==> config.mk <==
export PLATFORM = sky130hd
export DESIGN_NAME = ppp_top
export DESIGN_NICKNAME = d
export VERILOG_FILES = /design/src/rtl/ppp_pkg.sv /design/src/rtl/ppp_top.sv
export SDC_FILE = /design/constraint.sdc
export NUM_CORES = 1
export LEC_CHECK = 0
export ABC_AREA = 1
export BUFFER_PORTS_ARGS = -buffer_cell sky130_fd_sc_hd__buf_2
export CORE_MARGIN = 2
export CORE_UTILIZATION = 45
export DETAILED_ROUTE_END_ITERATION = 7
export PLACE_DENSITY = 0.82
export SETUP_SLACK_MARGIN = 0.3
export SYNTH_ARGS = -nofsm -noshare
export SYNTH_HDL_FRONTEND = slang
export SYNTH_SLANG_ARGS = --single-unit
==> constraint.sdc <==
create_clock -name clk -period 1.7 [get_ports clk]
set_input_delay 0.34 -clock clk [delete_from_list [all_inputs] [get_ports clk]]
set_output_delay 0.34 -clock clk [all_outputs]
set_load 0.05 [all_outputs]
==> src/rtl/ppp_pkg.sv <==
// Package for the printer parallel port: register map, field positions,
// reset values, timing counts and the pin carrier structs.
// Assumes a 25 MHz system clock and a 32-bit APB register bus.
package ppp_pkg;

    // =========================================================
    // Register byte offsets
    localparam logic [7:0] OFS_DATA = 8'h00;
    localparam logic [7:0] OFS_CTRL = 8'h04;
    localparam logic [7:0] OFS_STAT = 8'h08;
    localparam logic [7:0] OFS_ISTS = 8'h0C;
    localparam logic [7:0] OFS_IMSK = 8'h10;

    // =========================================================
    // Control fields
    localparam int CTRL_INIT  = 0;
    localparam int CTRL_CTX   = 1;
    localparam int CTRL_RT_LO = 2;
    localparam logic [3:0] CTRL_RST = 4'h8;

    // Interrupt route codes; code 3 falls back to the normal request.
    localparam logic [1:0] RT_NMI  = 2'h0;
    localparam logic [1:0] RT_FAST = 2'h1;
    localparam logic [1:0] RT_IRQ  = 2'h2;

    // =========================================================
    // Status and interrupt bits
    localparam int ST_FAULT = 0;
    localparam int ST_BUSY  = 1;
    localparam int ST_PAPER = 2;
    localparam int ST_SEL   = 3;
    localparam int ST_CRX   = 4;
    localparam int ST_PEND  = 5;
    localparam int ST_STB   = 6;
    localparam int EV_ACK   = 0;
    localparam int EV_SENT  = 1;
    localparam int EV_FAULT = 2;
    localparam int EV_PAPER = 3;
    localparam int EV_W     = 4;

    // =========================================================
    // Timing
    localparam int CLK_NS  = 40;
    localparam int STB_NS  = 1000;
    localparam int STB_CYC = (STB_NS + CLK_NS - 1) / CLK_NS;
    localparam logic [4:0] STB_LAST = 5'(STB_CYC - 1);

    // =========================================================
    // Pin carriers
    typedef struct packed {
        logic ack_n;
        logic fault_n;
        logic busy;
        logic paper_out;
        logic selected;
        logic cassette_rx;
    } ppp_pin_in_s;

    typedef struct packed {
        logic [7:0] printer_data;
        logic       data_strobe;
        logic       printer_init_n;
        logic       cassette_tx;
    } ppp_pin_out_s;

    typedef struct packed {
        logic nmi_n;
        logic fast_n;
        logic irq_n;
    } ppp_irq_s;

endpackage

==> src/rtl/ppp_top.sv <==
// Printer parallel port: APB slave, character strobe engine, cassette bits
// and a routed interrupt.
// Assumes printer pins are synchronous to clk and an APB master on clk.
`timescale 1ns/1ps
`default_nettype none

module ppp_top (
    input  wire logic               clk,
    input  wire logic               nrst,
    input  wire logic               ce,
    input  wire logic               psel,
    input  wire logic               penable,
    input  wire logic               pwrite,
    input  wire logic [7:0]         paddr,
    input  wire logic [31:0]        pwdata,
    output logic [31:0]             prdata,
    output logic                    pready,
    output logic                    pslverr,
    input  wire ppp_pkg::ppp_pin_in_s  pin_in,
    output ppp_pkg::ppp_pin_out_s      pin_out,
    output ppp_pkg::ppp_irq_s          irq_out,
    output logic                    int_lvl
);
    import ppp_pkg::*;

    // =========================================================
    // Helpers

    // One-hot active-high select of the processor input for a route code.
    function automatic logic [2:0] route_dec(input logic [1:0] rt);
        case (rt)
            RT_NMI:  route_dec = 3'h4;
            RT_FAST: route_dec = 3'h2;
            default: route_dec = 3'h1;
        endcase
    endfunction

    // =========================================================
    // State
    logic [7:0]      porta_r;
    logic [3:0]      ctrl_r;
    logic [EV_W-1:0] ists_r;
    logic [EV_W-1:0] imsk_r;
    logic            pend_r;
    logic            stb_r;
    logic [4:0]      stb_cnt_r;
    ppp_pin_in_s     pin_prev_r;
    logic [31:0]     prdata_r;
    logic            pready_r;
    logic            pslverr_r;
    logic            int_r;
    logic [2:0]      route_r;   // Active-low requests, nmi, fast, irq.
    logic            init_n_r;

    logic            acc;
    logic            wr_data;
    logic            data_lock;
    logic            start;
    logic            stb_end;
    logic [EV_W-1:0] ev_set;
    logic [EV_W-1:0] ev_clr;
    logic [EV_W-1:0] ists_nxt;
    logic            int_nxt;
    logic            bad_addr;
    logic [31:0]     rd_mux;

    // =========================================================
    // Bus decode. Access phase is answered one cycle after it starts, so
    // every answer comes from a flip-flop.
    assign acc       = ce && psel && penable && !pready_r;
    assign data_lock = pend_r || stb_r;
    assign wr_data   = acc && pwrite && (paddr == OFS_DATA) && !data_lock;
    assign bad_addr  = (paddr != OFS_DATA) && (paddr != OFS_CTRL) &&
                       (paddr != OFS_STAT) && (paddr != OFS_ISTS) &&
                       (paddr != OFS_IMSK);

    // Read multiplexer; reserved bits read as zero.
    always_comb begin
        if (paddr == OFS_DATA) begin
            rd_mux = {24'h000000, porta_r};
        end else if (paddr == OFS_CTRL) begin
            rd_mux = {28'h0000000, ctrl_r};
        end else if (paddr == OFS_STAT) begin
            rd_mux = {25'h0000000, stb_r, pend_r, pin_in.cassette_rx,
                      pin_in.selected, pin_in.paper_out, pin_in.busy,
                      !pin_in.fault_n};
        end else if (paddr == OFS_ISTS) begin
            rd_mux = {28'h0000000, ists_r};
        end else if (paddr == OFS_IMSK) begin
            rd_mux = {28'h0000000, imsk_r};
        end else begin
            rd_mux = 32'h00000000;
        end
    end

    // Answer registers. A data write during a pending character is refused
    // with an error so the printed byte cannot change under the strobe.
    always_ff @(posedge clk or negedge nrst) begin
        if (!nrst) begin
            pready_r  <= 1'b0;
            pslverr_r <= 1'b0;
            prdata_r  <= 32'h00000000;
        end else if (ce) begin
            pready_r  <= acc;
            pslverr_r <= acc && (bad_addr || (pwrite &&
                         (paddr == OFS_DATA) && data_lock));
            prdata_r  <= (acc && !pwrite) ? rd_mux : 32'h00000000;
        end
    end

    // Port A data register feeds the data pins bit for bit.
    always_ff @(posedge clk or negedge nrst) begin
        if (!nrst) begin
            porta_r <= 8'h00;
        end else if (ce && wr_data) begin
            porta_r <= pwdata[7:0];
        end
    end

    // Control: init line, cassette transmit and interrupt route.
    always_ff @(posedge clk or negedge nrst) begin
        if (!nrst) begin
            ctrl_r   <= CTRL_RST;
            imsk_r   <= '0;
            init_n_r <= !CTRL_RST[CTRL_INIT];
        end else if (ce && acc && pwrite) begin
            if (paddr == OFS_CTRL) begin
                ctrl_r   <= pwdata[3:0];
                init_n_r <= !pwdata[CTRL_INIT];
            end else if (paddr == OFS_IMSK) begin
                imsk_r <= pwdata[EV_W-1:0];
            end
        end
    end

    // =========================================================
    // Strobe engine. A written character waits until the printer is idle
    // and online, then one strobe of the fixed width is sent.
    assign start   = pend_r && !stb_r && !pin_in.busy && pin_in.selected;
    assign stb_end = stb_r && (stb_cnt_r == STB_LAST);

    always_ff @(posedge clk or negedge nrst) begin
        if (!nrst) begin
            pend_r    <= 1'b0;
            stb_r     <= 1'b0;
            stb_cnt_r <= 5'h00;
        end else if (ce) begin
            if (wr_data) begin
                pend_r <= 1'b1;
            end else if (start) begin
                pend_r <= 1'b0;
            end
            if (start) begin
                stb_r     <= 1'b1;
                stb_cnt_r <= 5'h00;
            end else if (stb_end) begin
                stb_r     <= 1'b0;
            end else if (stb_r) begin
                stb_cnt_r <= stb_cnt_r + 5'h01;
            end
        end
    end

    // =========================================================
    // Events: ack fall, character sent, fault fall, paper-out rise.
    // A new event in the cycle of its write-one clear stays set.
    always_comb begin
        ev_set           = '0;
        ev_set[EV_ACK]   = pin_prev_r.ack_n && !pin_in.ack_n;
        ev_set[EV_SENT]  = stb_end;
        ev_set[EV_FAULT] = pin_prev_r.fault_n && !pin_in.fault_n;
        ev_set[EV_PAPER] = !pin_prev_r.paper_out && pin_in.paper_out;
        ev_clr = (acc && pwrite && paddr == OFS_ISTS) ?
                 pwdata[EV_W-1:0] : '0;
        ists_nxt = (ists_r & ~ev_clr) | ev_set;
        int_nxt  = |(ists_nxt & imsk_r);
    end

    always_ff @(posedge clk or negedge nrst) begin
        if (!nrst) begin
            pin_prev_r <= 6'h3E;
            ists_r     <= '0;
            int_r      <= 1'b0;
            route_r    <= 3'h7;
        end else if (ce) begin
            pin_prev_r <= pin_in;
            ists_r     <= ists_nxt;
            int_r      <= int_nxt;
            // Stored inverted so the request pins need no gate after the flop.
            route_r    <= int_nxt ? ~route_dec(ctrl_r[CTRL_RT_LO +: 2])
                                  : 3'h7;
        end
    end

    // =========================================================
    // Outputs, all straight from flip-flops.
    assign prdata                 = prdata_r;
    assign pready                 = pready_r;
    assign pslverr                = pslverr_r;
    assign pin_out.printer_data   = porta_r;
    assign pin_out.data_strobe    = stb_r;
    assign pin_out.printer_init_n = init_n_r;
    assign pin_out.cassette_tx    = ctrl_r[CTRL_CTX];
    assign irq_out.nmi_n          = route_r[2];
    assign irq_out.fast_n         = route_r[1];
    assign irq_out.irq_n          = route_r[0];
    assign int_lvl                = int_r;
endmodule // ppp_top

`default_nettype wire

## Yosys cells after proc, flatten, opt, wreduce, memory -nomap -nowiden

Index checks and enable logic that the tools add are counted.

| storage, ports and cells | value |
|---|---|
| register bits | 69 |
| input port bits | 52 |
| word-level logic and storage cells | 99 |

| operators by class | value |
|---|---|
| $add $sub $neg | 1 |
| equal/unequal tests | 11 |
| muxes and demuxes | 17 |
| bitwise gates (word level) | 6 |
| reductions and logical operators | 48 |

Operators by type and width:

| cell | count |
|---|---|
| 32-bit two-way mux | 3 |
| 1-bit logical AND | 25 |
| 8-bit by 4-bit equality test with 1-bit output, second input constant | 2 |
| 8-bit by 4-bit != test with 1-bit output, second input constant | 2 |
| 5-bit two-way mux | 3 |
| 4-bit two-way mux | 3 |
| 1-bit zero test | 9 |
| 4-bit bitwise AND | 2 |
| 8-bit by 3-bit equality test with 1-bit output, second input constant | 1 |
| 8-bit by 5-bit equality test with 1-bit output, second input constant | 1 |
| 8-bit zero test | 1 |
| 8-bit by 3-bit != test with 1-bit output, second input constant | 1 |
| 8-bit by 5-bit != test with 1-bit output, second input constant | 1 |
| 8-bit nonzero test | 1 |
| 7-bit two-way mux | 1 |
| 3-bit two-way mux | 2 |
| 3-bit case mux with 2 select lines | 1 |
| 2-bit AND reduction | 3 |
| 3-bit AND reduction | 2 |
| 2-bit nonzero test | 3 |
| 5-bit by 1-bit adder with 5-bit output, second input constant | 1 |
| 5-bit equality test, second input constant | 1 |
| 1-bit two-way mux | 4 |
| 4-bit inverter | 1 |
| 8 further kinds | 9 |

## Depth between registers and ports, before layout

Gate-level depths: netlist of the first run.

| depth | value |
|---|---|
| depth after elaboration | 12 |
| gate-level depth with buffers | 12 |
| depth with buffers taken out | 12 |

## Least setup slack after synthesis of the first run

No wires, ideal clock.

| timing path | value |
|---|---|
| path type | flip-flop to flip-flop |
| from | register pready_r, in the netlist pready |
| to | register porta_r[7] |
| setup time | 0.125 ns |
| arrival time | 1.577 ns |
| data required time | 1.575 ns |
| path slack | -0.003 ns |
| cell stages (with the launch flop) | 7 |
| path buffers | 1 |
| clock period less this slack | 1.703 ns |
| cell sequence | dfrtp_1 > inv_1 > nand2_1 > nor3_4 > nand3_4 > buf_6 > mux2_4 |

| on the way | value |
|---|---|
| cells in the longest elaborated chain, start to end | 6 |

Ends and longest elaborated chain:

| item | line | RTL |
|---|---|---|
| start, declared | ppp_top.sv:49 | `logic pready_r;` |
| start signal, assigned | ppp_top.sv:100 | `pready_r <= 1'b0;` |
| start signal, assigned | ppp_top.sv:104 | `pready_r <= acc;` |
| 1-bit zero test | ppp_top.sv:70 | `assign acc = ce && psel && penable && !pready_r;` |
| 1-bit logical AND | ppp_top.sv:70 |  |
| 1-bit logical AND (3 in a row) | ppp_top.sv:72 | `assign wr_data = acc && pwrite && (paddr == OFS_DATA) && !data_lock;` |
| 1-bit logical AND | ppp_top.sv:115 | `end else if (ce && wr_data) begin` |
| end signal, assigned | ppp_top.sv:116 | `porta_r <= pwdata[7:0];` |
| end, declared | ppp_top.sv:40 | `logic [7:0] porta_r;` |

No other way between the ends.
A chain may end at the register's enable or synchronous reset.

## Worst setup path after layout of the first run

| timing path | value |
|---|---|
| from | register stb_r |
| to | register stb_cnt_r[4] |

| on the way | value |
|---|---|
| cells in the longest elaborated chain, start to end | 6 |
| elaborated cells on any way between the ends | 9 |
| classes of those cells | eq/ne (1); mux (1); reduce/logical (7) |

Ends and longest elaborated chain:

| item | line | RTL |
|---|---|---|
| start, declared | ppp_top.sv:45 | `logic stb_r;` |
| start signal, assigned | ppp_top.sv:145 | `stb_r <= 1'b0;` |
| start signal, assigned | ppp_top.sv:154 | `stb_r <= 1'b1;` |
| start signal, assigned | ppp_top.sv:157 | `stb_r <= 1'b0;` |
| 1-bit zero test | ppp_top.sv:139 | `assign start = pend_r && !stb_r && !pin_in.busy && pin_in.selected;` |
| 1-bit logical AND (3 in a row) | ppp_top.sv:139 |  |
| 2-bit != test (no line) / 2-bit nonzero test (equally long branches) | - |  |
| 3-bit AND reduction (no line) | - |  |
| end signal, assigned | ppp_top.sv:159 | `stb_cnt_r <= stb_cnt_r + 5'h01;` |
| end, declared | ppp_top.sv:46 | `logic [4:0] stb_cnt_r;` |

Several ways; a longest one is shown, not always the timed one.

==> metrics.json, run 1 <==
{
  "outcome": {
    "run_status": "complete, no violations"
  },
  "synthesis": {
    "yosys.cell_count.top_type": "nand2_1",
    "synthDominantCellAreaShare_pct": 37.8,
    "synth_warnings": 0,
    "syn-instance-count": 302,
    "synth_compound_area_share_pct": 10.2,
    "post_synth_most_frequent_cells": "88 x nand2_1, 37 x dfrtp_1, 31 x o21ai_0, 29 x inv_1, 28 x buf_4",
    "synth-main-ff-cell": "dfrtp_1",
    "synth-adder-area-share_pct": 1.02,
    "synth.top_cells.by_area": "dfrtp_1 38%, nand2_1 13%, buf_4 8.6%",
    "yosysSeqAreaShare_pct": 46.4,
    "synth_simple_gate_area_share_pct": 25.3,
    "synth_top_family_by_area": "simple AND/OR/NAND/NOR gates",
    "synth.mux.area_fraction_pct": 1.99,
    "synthesis.area_per_instance_um2": 8.11,
    "fraction_of_registers_with_async_set_or_reset_after_synthesis_pct": 100,
    "post_synth_num_cell_types": 34,
    "synth-edff-count": 0,
    "register_bit_count_reported_by_yosys": 45,
    "synth.largest_area_cell": "dfrtp_1",
    "yosys.area_share.xor_xnor_pct": 0.715,
    "synthesis.area_um2": 2450
  },
  "placement": {
    "place.detailed.hpwl_mm": 4.30,
    "gp_routability_congestion": 0.869,
    "port_buffers": 52
  },
  "power": {
    "power.share.sequential_pct": 44.4,
    "design_power_total_mw": 2.86,
    "netSwitchingFraction_pct": 35.5,
    "static-leakage-power_nw": 1.80,
    "power.combinational.fraction_pct": 31.0,
    "internal_power_mw": 1.84,
    "worst_ir_drop_vdd_mv": 0.551,
    "net-switching-power_mw": 1.01,
    "clock_power_share_pct": 24.6,
    "power.density_cell_area_nw_per_um2": 845
  },
  "route": {
    "post_drt_via_cell_ratio": 4.99,
    "drt_iter0_markers": 112,
    "wirelength_mm": 6.66,
    "route.detailed.drc": 0,
    "vias": 2339,
    "firstDrtPassIters": 4,
    "drt-wirelength-per-cell_um": 14.2,
    "ant_nets": 0
  },
  "critical_path": {
    "crit_type": "reg2reg",
    "rr_startpoint": "stb_r$_DFFE_PN0P_",
    "critical_path_endpoint_category": "flop",
    "cp.required_ps": 1940,
    "cp_max_fo": 5,
    "critPathArrivalTime_ps": 1870,
    "critical_path.startpoint_type": "flop",
    "crit_start": "stb_r$_DFFE_PN0P_"
  },
  "finish": {
    "area_growth_syn_to_layout_pct": 38.0,
    "proportion_of_layout_cells_with_a_drive_suffix_above_1_pct": 43.6,
    "antenna_cells": 0,
    "num-nets-final": 452,
    "utilization_pct": 65.3
  },
  "sta": {
    "fmax_mhz": 612,
    "timing.final.max_slew_violations": 0,
    "max_clock_skew_ps": 7.55,
    "finalSetupTns_ps": 0,
    "timing_hold_violations_final": 0,
    "final.period_utilization_pct": 96.1,
    "rsz_0062_raised_after_global_routing": "true",
    "post-route-min-period_ps": 1630,
    "setup_violations": 0
  },
  "floorplanning": {
    "fp.dieH_um": 77.8,
    "core_area_um2": 5170,
    "dieArea_um2": 6050,
    "fp.dieW_um": 77.8,
    "number_of_placement_rows": 26,
    "top_level_ports": 101,
    "start_util_pct": 47.3
  },
  "grt": {
    "antenna_found_initial": 0,
    "grt_remaining_overflow": 0,
    "grt_start_max_net_pins": 25,
    "number_of_global_route_vias_before_repair": 2218,
    "grt_total_usage_pct": 21.6,
    "first_pass_grt_wire_length_mm": 10.2
  },
  "run": {
    "maxCapViolations": 0
  },
  "cts": {
    "cts_tree": "yes",
    "clock_sinks": 45,
    "insertion_delay_ps": 310,
    "max_clock_buf_depth": 2,
    "clk_root_buffer_cell": "clkbuf_8",
    "clkSlewWorstSetupHoldPaths_ps": 90,
    "htree_levels": 2,
    "cts_made_buffers": 5
  },
  "hold_path": {
    "holdCritPathClass": "in2reg",
    "timing.hold.worst.start": "pwdata[0]"
  }
}
-- critical path, stage by stage (launching register included) --
cell and delay [ps]:
dfrtp_1 440, nor2_1 150, nand3_1 190, nor2_2 170
nor2_2 80, nor3_2 210, nand2_1 90, xor2_1 140
nor2_1 100
-- power groups by stage --
stage,Combinational (mW),Clock [mW],Sequential (mW)
after floorplan,0.400,0,1.29
after global placement,0.515,0,1.27
after detailed placement,0.541,0,1.28
after CTS,0.708,0.717,1.26
after global routing,0.956,0.766,1.28
final,0.886,0.702,1.27
-- placed cells by master, fill, tap and decap left out, drive strengths merged, types with 4 or more instances in the layout --
master	netlist	layout
buf	30	96
nand2	91	91
dfrtp	37	37
o21ai	34	34
inv	30	31
nor2	26	26
conb	1	24
nand3	15	15
dfstp	8	8
clkbuf	1	5
mux2	4	4
nor3	4	4
-- layer usage --
metal	up-vias	GRT usage, %	wire [um]
met1	1134	26.8	2700
met4	0	6.96	111
li1	1110	-	-
met3	10	3.95	418
met5	-	0	0
met2	85	37.7	3430
-- metrics by stage --
step                instances  setup WS [ps]  cell area, um^2  hold slack, ps
floorplan                 325            128             2540            44.4
global placement          433           9.80             2810             302
detailed placement        433          -8.08             2810             311
CTS                       458            136             3120             243
global route              469          -31.2             3380             262
finish                    469           65.5             3380             257
-- flip-flops by register name, summed over array words and instances, names as in the netlist --
register	count
ctrl_r	4
stb_cnt_r	5
int_lvl	1
init_n_r	1
ists_r	4
imsk_r	4
pin_prev_r	3
stb_r	1
pend_r	1
pslverr	1
prdata	8
pready	1
irq_out	3
porta_r	8
-- worst paths after layout --
check / slack (ps) / cells past startpoint / end
min reg2reg: 480 / 2 / irq_out[0]$_DFFE_PN1P_
max: 70 / 8 / stb_cnt_r[4]$_DFFE_PN0P_
min in group asynchronous: 510 / 3 / porta_r[3]$_DFFE_PN0P_
min: 260 / 2 / init_n_r$_DFFE_PN1P_
max in group asynchronous: 830 / 3 / pin_prev_r[5]$_DFFE_PN1P_
max reg2reg: 70 / 8 / stb_cnt_r[4]$_DFFE_PN0P_
-- cell families after synthesis --
logic type      count (synthesis)
simple gates                  140
buf+inv                        62
compound gates                 46
flops                          45
mux                             4
fa+ha+maj                       2
xor+xnor                        2
other cells                     1
-- area by class of cell --
type	instances	area, um^2
fill	412	1790
multi-input combinational	218	1250
sequential	45	1140
timing repair buffer	97	696
inverter	31	118
tap	70	87.6
clock buffer	5	68.8
clock inverter	3	25.0
-- repair_timing --
| action | CTS | global route |
|---|---|---|
| resized for setup | 27 | 58 |
| endpoints found under the hold margin | 20 | 0 |
| setup endpoints to repair | 20 | 40 |
| hold buffers | 1 | 0 |
| setup buffers | 15 | 11 |
| pin swaps | 14 | 25 |
| cloned | 1 | 0 |
(Power assumes the default switching activity.)
==> inputs of run 2 (changes only) <==
CORE_UTILIZATION = 48   (was 45)
PLACE_DENSITY = 0.86   (was 0.82)
==> run 2 against run 1 <==
Worst hold slack worse by 12 ps. Via count grew 1.7%. Clock skew up 6.6 ps. Sequential power is essentially flat. Sequential cell count is the same. Global-route usage up 1.3 points.
==> metrics.json, run 2 (synthesis gave the netlist of run 1 again) <==
{
  "cts": {
    "cts_tree": "yes",
    "clock_sinks": 45,
    "cts_made_buffers": 5,
    "max_clock_buf_depth": 2,
    "htree_levels": 2,
    "insertion_delay_ps": 300,
    "clkSlewWorstSetupHoldPaths_ps": 90,
    "clk_root_buffer_cell": "clkbuf_8"
  },
  "finish": {
    "area_growth_syn_to_layout_pct": 35.4,
    "layoutNonFillerInstCount": 461,
    "final.fill_count": 374,
    "layout_commonest_cell": "nand2_1",
    "mostFrequentLayoutCells": "75 x nand2_1, 47 x buf_2, 36 x dfrtp_1, 32 x buf_4",
    "proportion_of_layout_cells_with_a_drive_suffix_above_1_pct": 41.9,
    "num-nets-final": 448,
    "antenna_cells": 0
  },
  "sta": {
    "hold_slack_ps": 245,
    "finalSetupTns_ps": 0,
    "post-route-min-period_ps": 1590,
    "final.period_utilization_pct": 93.5,
    "fmax_mhz": 629,
    "timing.final.max_slew_violations": 0,
    "worst_slack_ps": 111,
    "max_clock_skew_ps": 14.1,
    "timing_hold_violations_final": 0,
    "setup_violations": 0,
    "rsz_0062_raised_after_global_routing": "true"
  },
  "route": {
    "firstDrtPassIters": 5,
    "post_drt_via_cell_ratio": 5.16,
    "route.top_layer_used": "met4",
    "vias": 2378,
    "drt_iter0_markers": 135,
    "wirelength_mm": 6.85,
    "route.detailed.drc": 0,
    "ant_nets": 0,
    "met2RoutedLength_mm": 3.62,
    "wirelength_met1_mm": 2.56,
    "drt-wirelength-per-cell_um": 14.9,
    "dr_wl_met3_um": 453
  },
  "placement": {
    "place.detailed.hpwl_mm": 4.37,
    "port_buffers": 52,
    "place.detailed.instances": 430,
    "gp_routability_congestion": 0.849,
    "pre_cts_ws_ps": -75.0
  },
  "grt": {
    "antenna_found_initial": 0,
    "number_of_global_route_vias_before_repair": 2155,
    "grt_total_usage_pct": 22.8,
    "first_pass_grt_wire_length_mm": 9.64,
    "grt_start_max_net_pins": 27,
    "grt_remaining_overflow": 0
  },
  "floorplanning": {
    "dieArea_um2": 5690,
    "start_util_pct": 50.8,
    "top_level_ports": 101,
    "fp.dieH_um": 75.4,
    "core_area_um2": 4820,
    "number_of_placement_rows": 25,
    "fp.dieW_um": 75.4
  },
  "critical_path": {
    "critical_path.startpoint_type": "flop",
    "crit_type": "reg2reg",
    "cp_max_fo": 4,
    "cp.required_ps": 1890,
    "critPathArrivalTime_ps": 1780,
    "critical_path_endpoint_category": "flop"
  },
  "power": {
    "worst_ir_drop_vdd_mv": 0.424,
    "static-leakage-power_nw": 1.77,
    "power.density_cell_area_nw_per_um2": 833
  },
  "run": {
    "maxCapViolations": 0
  },
  "hold_path": {
    "holdCritPathClass": "in2reg"
  },
  "outcome": {
    "run_status": "complete, no violations"
  }
}
==> run 2: cell types whose count changed in the layout (fill, tap and decap cells not counted), moves of 3 or more <==
cell / change
o21ai_0: +8
nor2_2: +3
o21ai_2: -3
nor2_1: -4
buf_6: +3
buf_4: -4
nand2_2: -4
nand2_1: +4
o21ai_1: -5
==> run 2: routing by layer <==
layer  vias to the layer above  track usage, %
met5                         -               0
met4                         0            8.19
met3                        25            5.16
met2                       115            40.7
met1                      1141            27.0
li1                       1097               -
==> run 2: power breakdown <==
| group | total (mW) | internal [mW] | leakage (nW) | switching, mW |
|---|---|---|---|---|
| sequential | 1.28 | 1.18 | 0.564 | 0.0960 |
| clock | 0.648 | 0.284 | 0.0402 | 0.365 |
| combinational | 0.838 | 0.334 | 1.17 | 0.505 |
| total | 2.76 | 1.80 | 1.77 | 0.965 |
==> run 2: timing repair <==
item,4_1_cts,5_1_grt
pin swaps,8,15
buffers inserted,15,8
gates resized for setup,20,51
endpoints found under the hold margin,7,0
setup endpoints to repair,24,35
hold buffers,1,0
==> run 2: worst max-delay path, cell delays in order (launching register included) <==
cell and delay [ps]:
dfrtp_1 420, inv_2 90, ha_4 110, nand4_1 110, nand2_1 130, nor2_2 50, nor2_2 150, inv_2 90
nand4_1 100, xor2_1 160, nor2_1 50
==> run 2: final timing paths <==
check	start	end	slack, ps	cells after the start
setup reg to reg	stb_cnt_r[1]$_DFFE_PN0P_	stb_cnt_r[3]$_DFFE_PN0P_	110	10
hold reg to reg	prdata[2]$_DFFE_PN0P_	prdata[2]$_DFFE_PN0P_	480	2
min in group asynchronous	nrst	int_lvl$_DFFE_PN0P_	520	2
max in group asynchronous	nrst	pin_prev_r[5]$_DFFE_PN1P_	590	3
setup / recovery	stb_cnt_r[1]$_DFFE_PN0P_	stb_cnt_r[3]$_DFFE_PN0P_	110	10
hold / removal	pwdata[0]	init_n_r$_DFFE_PN1P_	250	2
==> run 2: layout make-up <==
cell class                 count  area (um^2)  area share [%]
clock buffer                   5         68.8            2.08
clock inverter                 2         16.3           0.491
inverter                      31          118            3.55
multi-input combinational    218         1240            37.5
sequential                    45         1140            34.3
tap                           67         83.8            2.53
timing repair buffer          93          649            19.6
==> run 2: metrics by stage <==
stage | cell area (um^2) | power (mW) | util, %
5_1_grt | 3320 | 2.90 | 68.8
6_report | 3320 | 2.76 | 68.8
3_3_place_gp | 2810 | 1.79 | 58.3
3_5_place_dp | 2810 | 1.81 | 58.3
2_1_floorplan | 2540 | 1.69 | -
4_1_cts | 3070 | 2.57 | 63.6
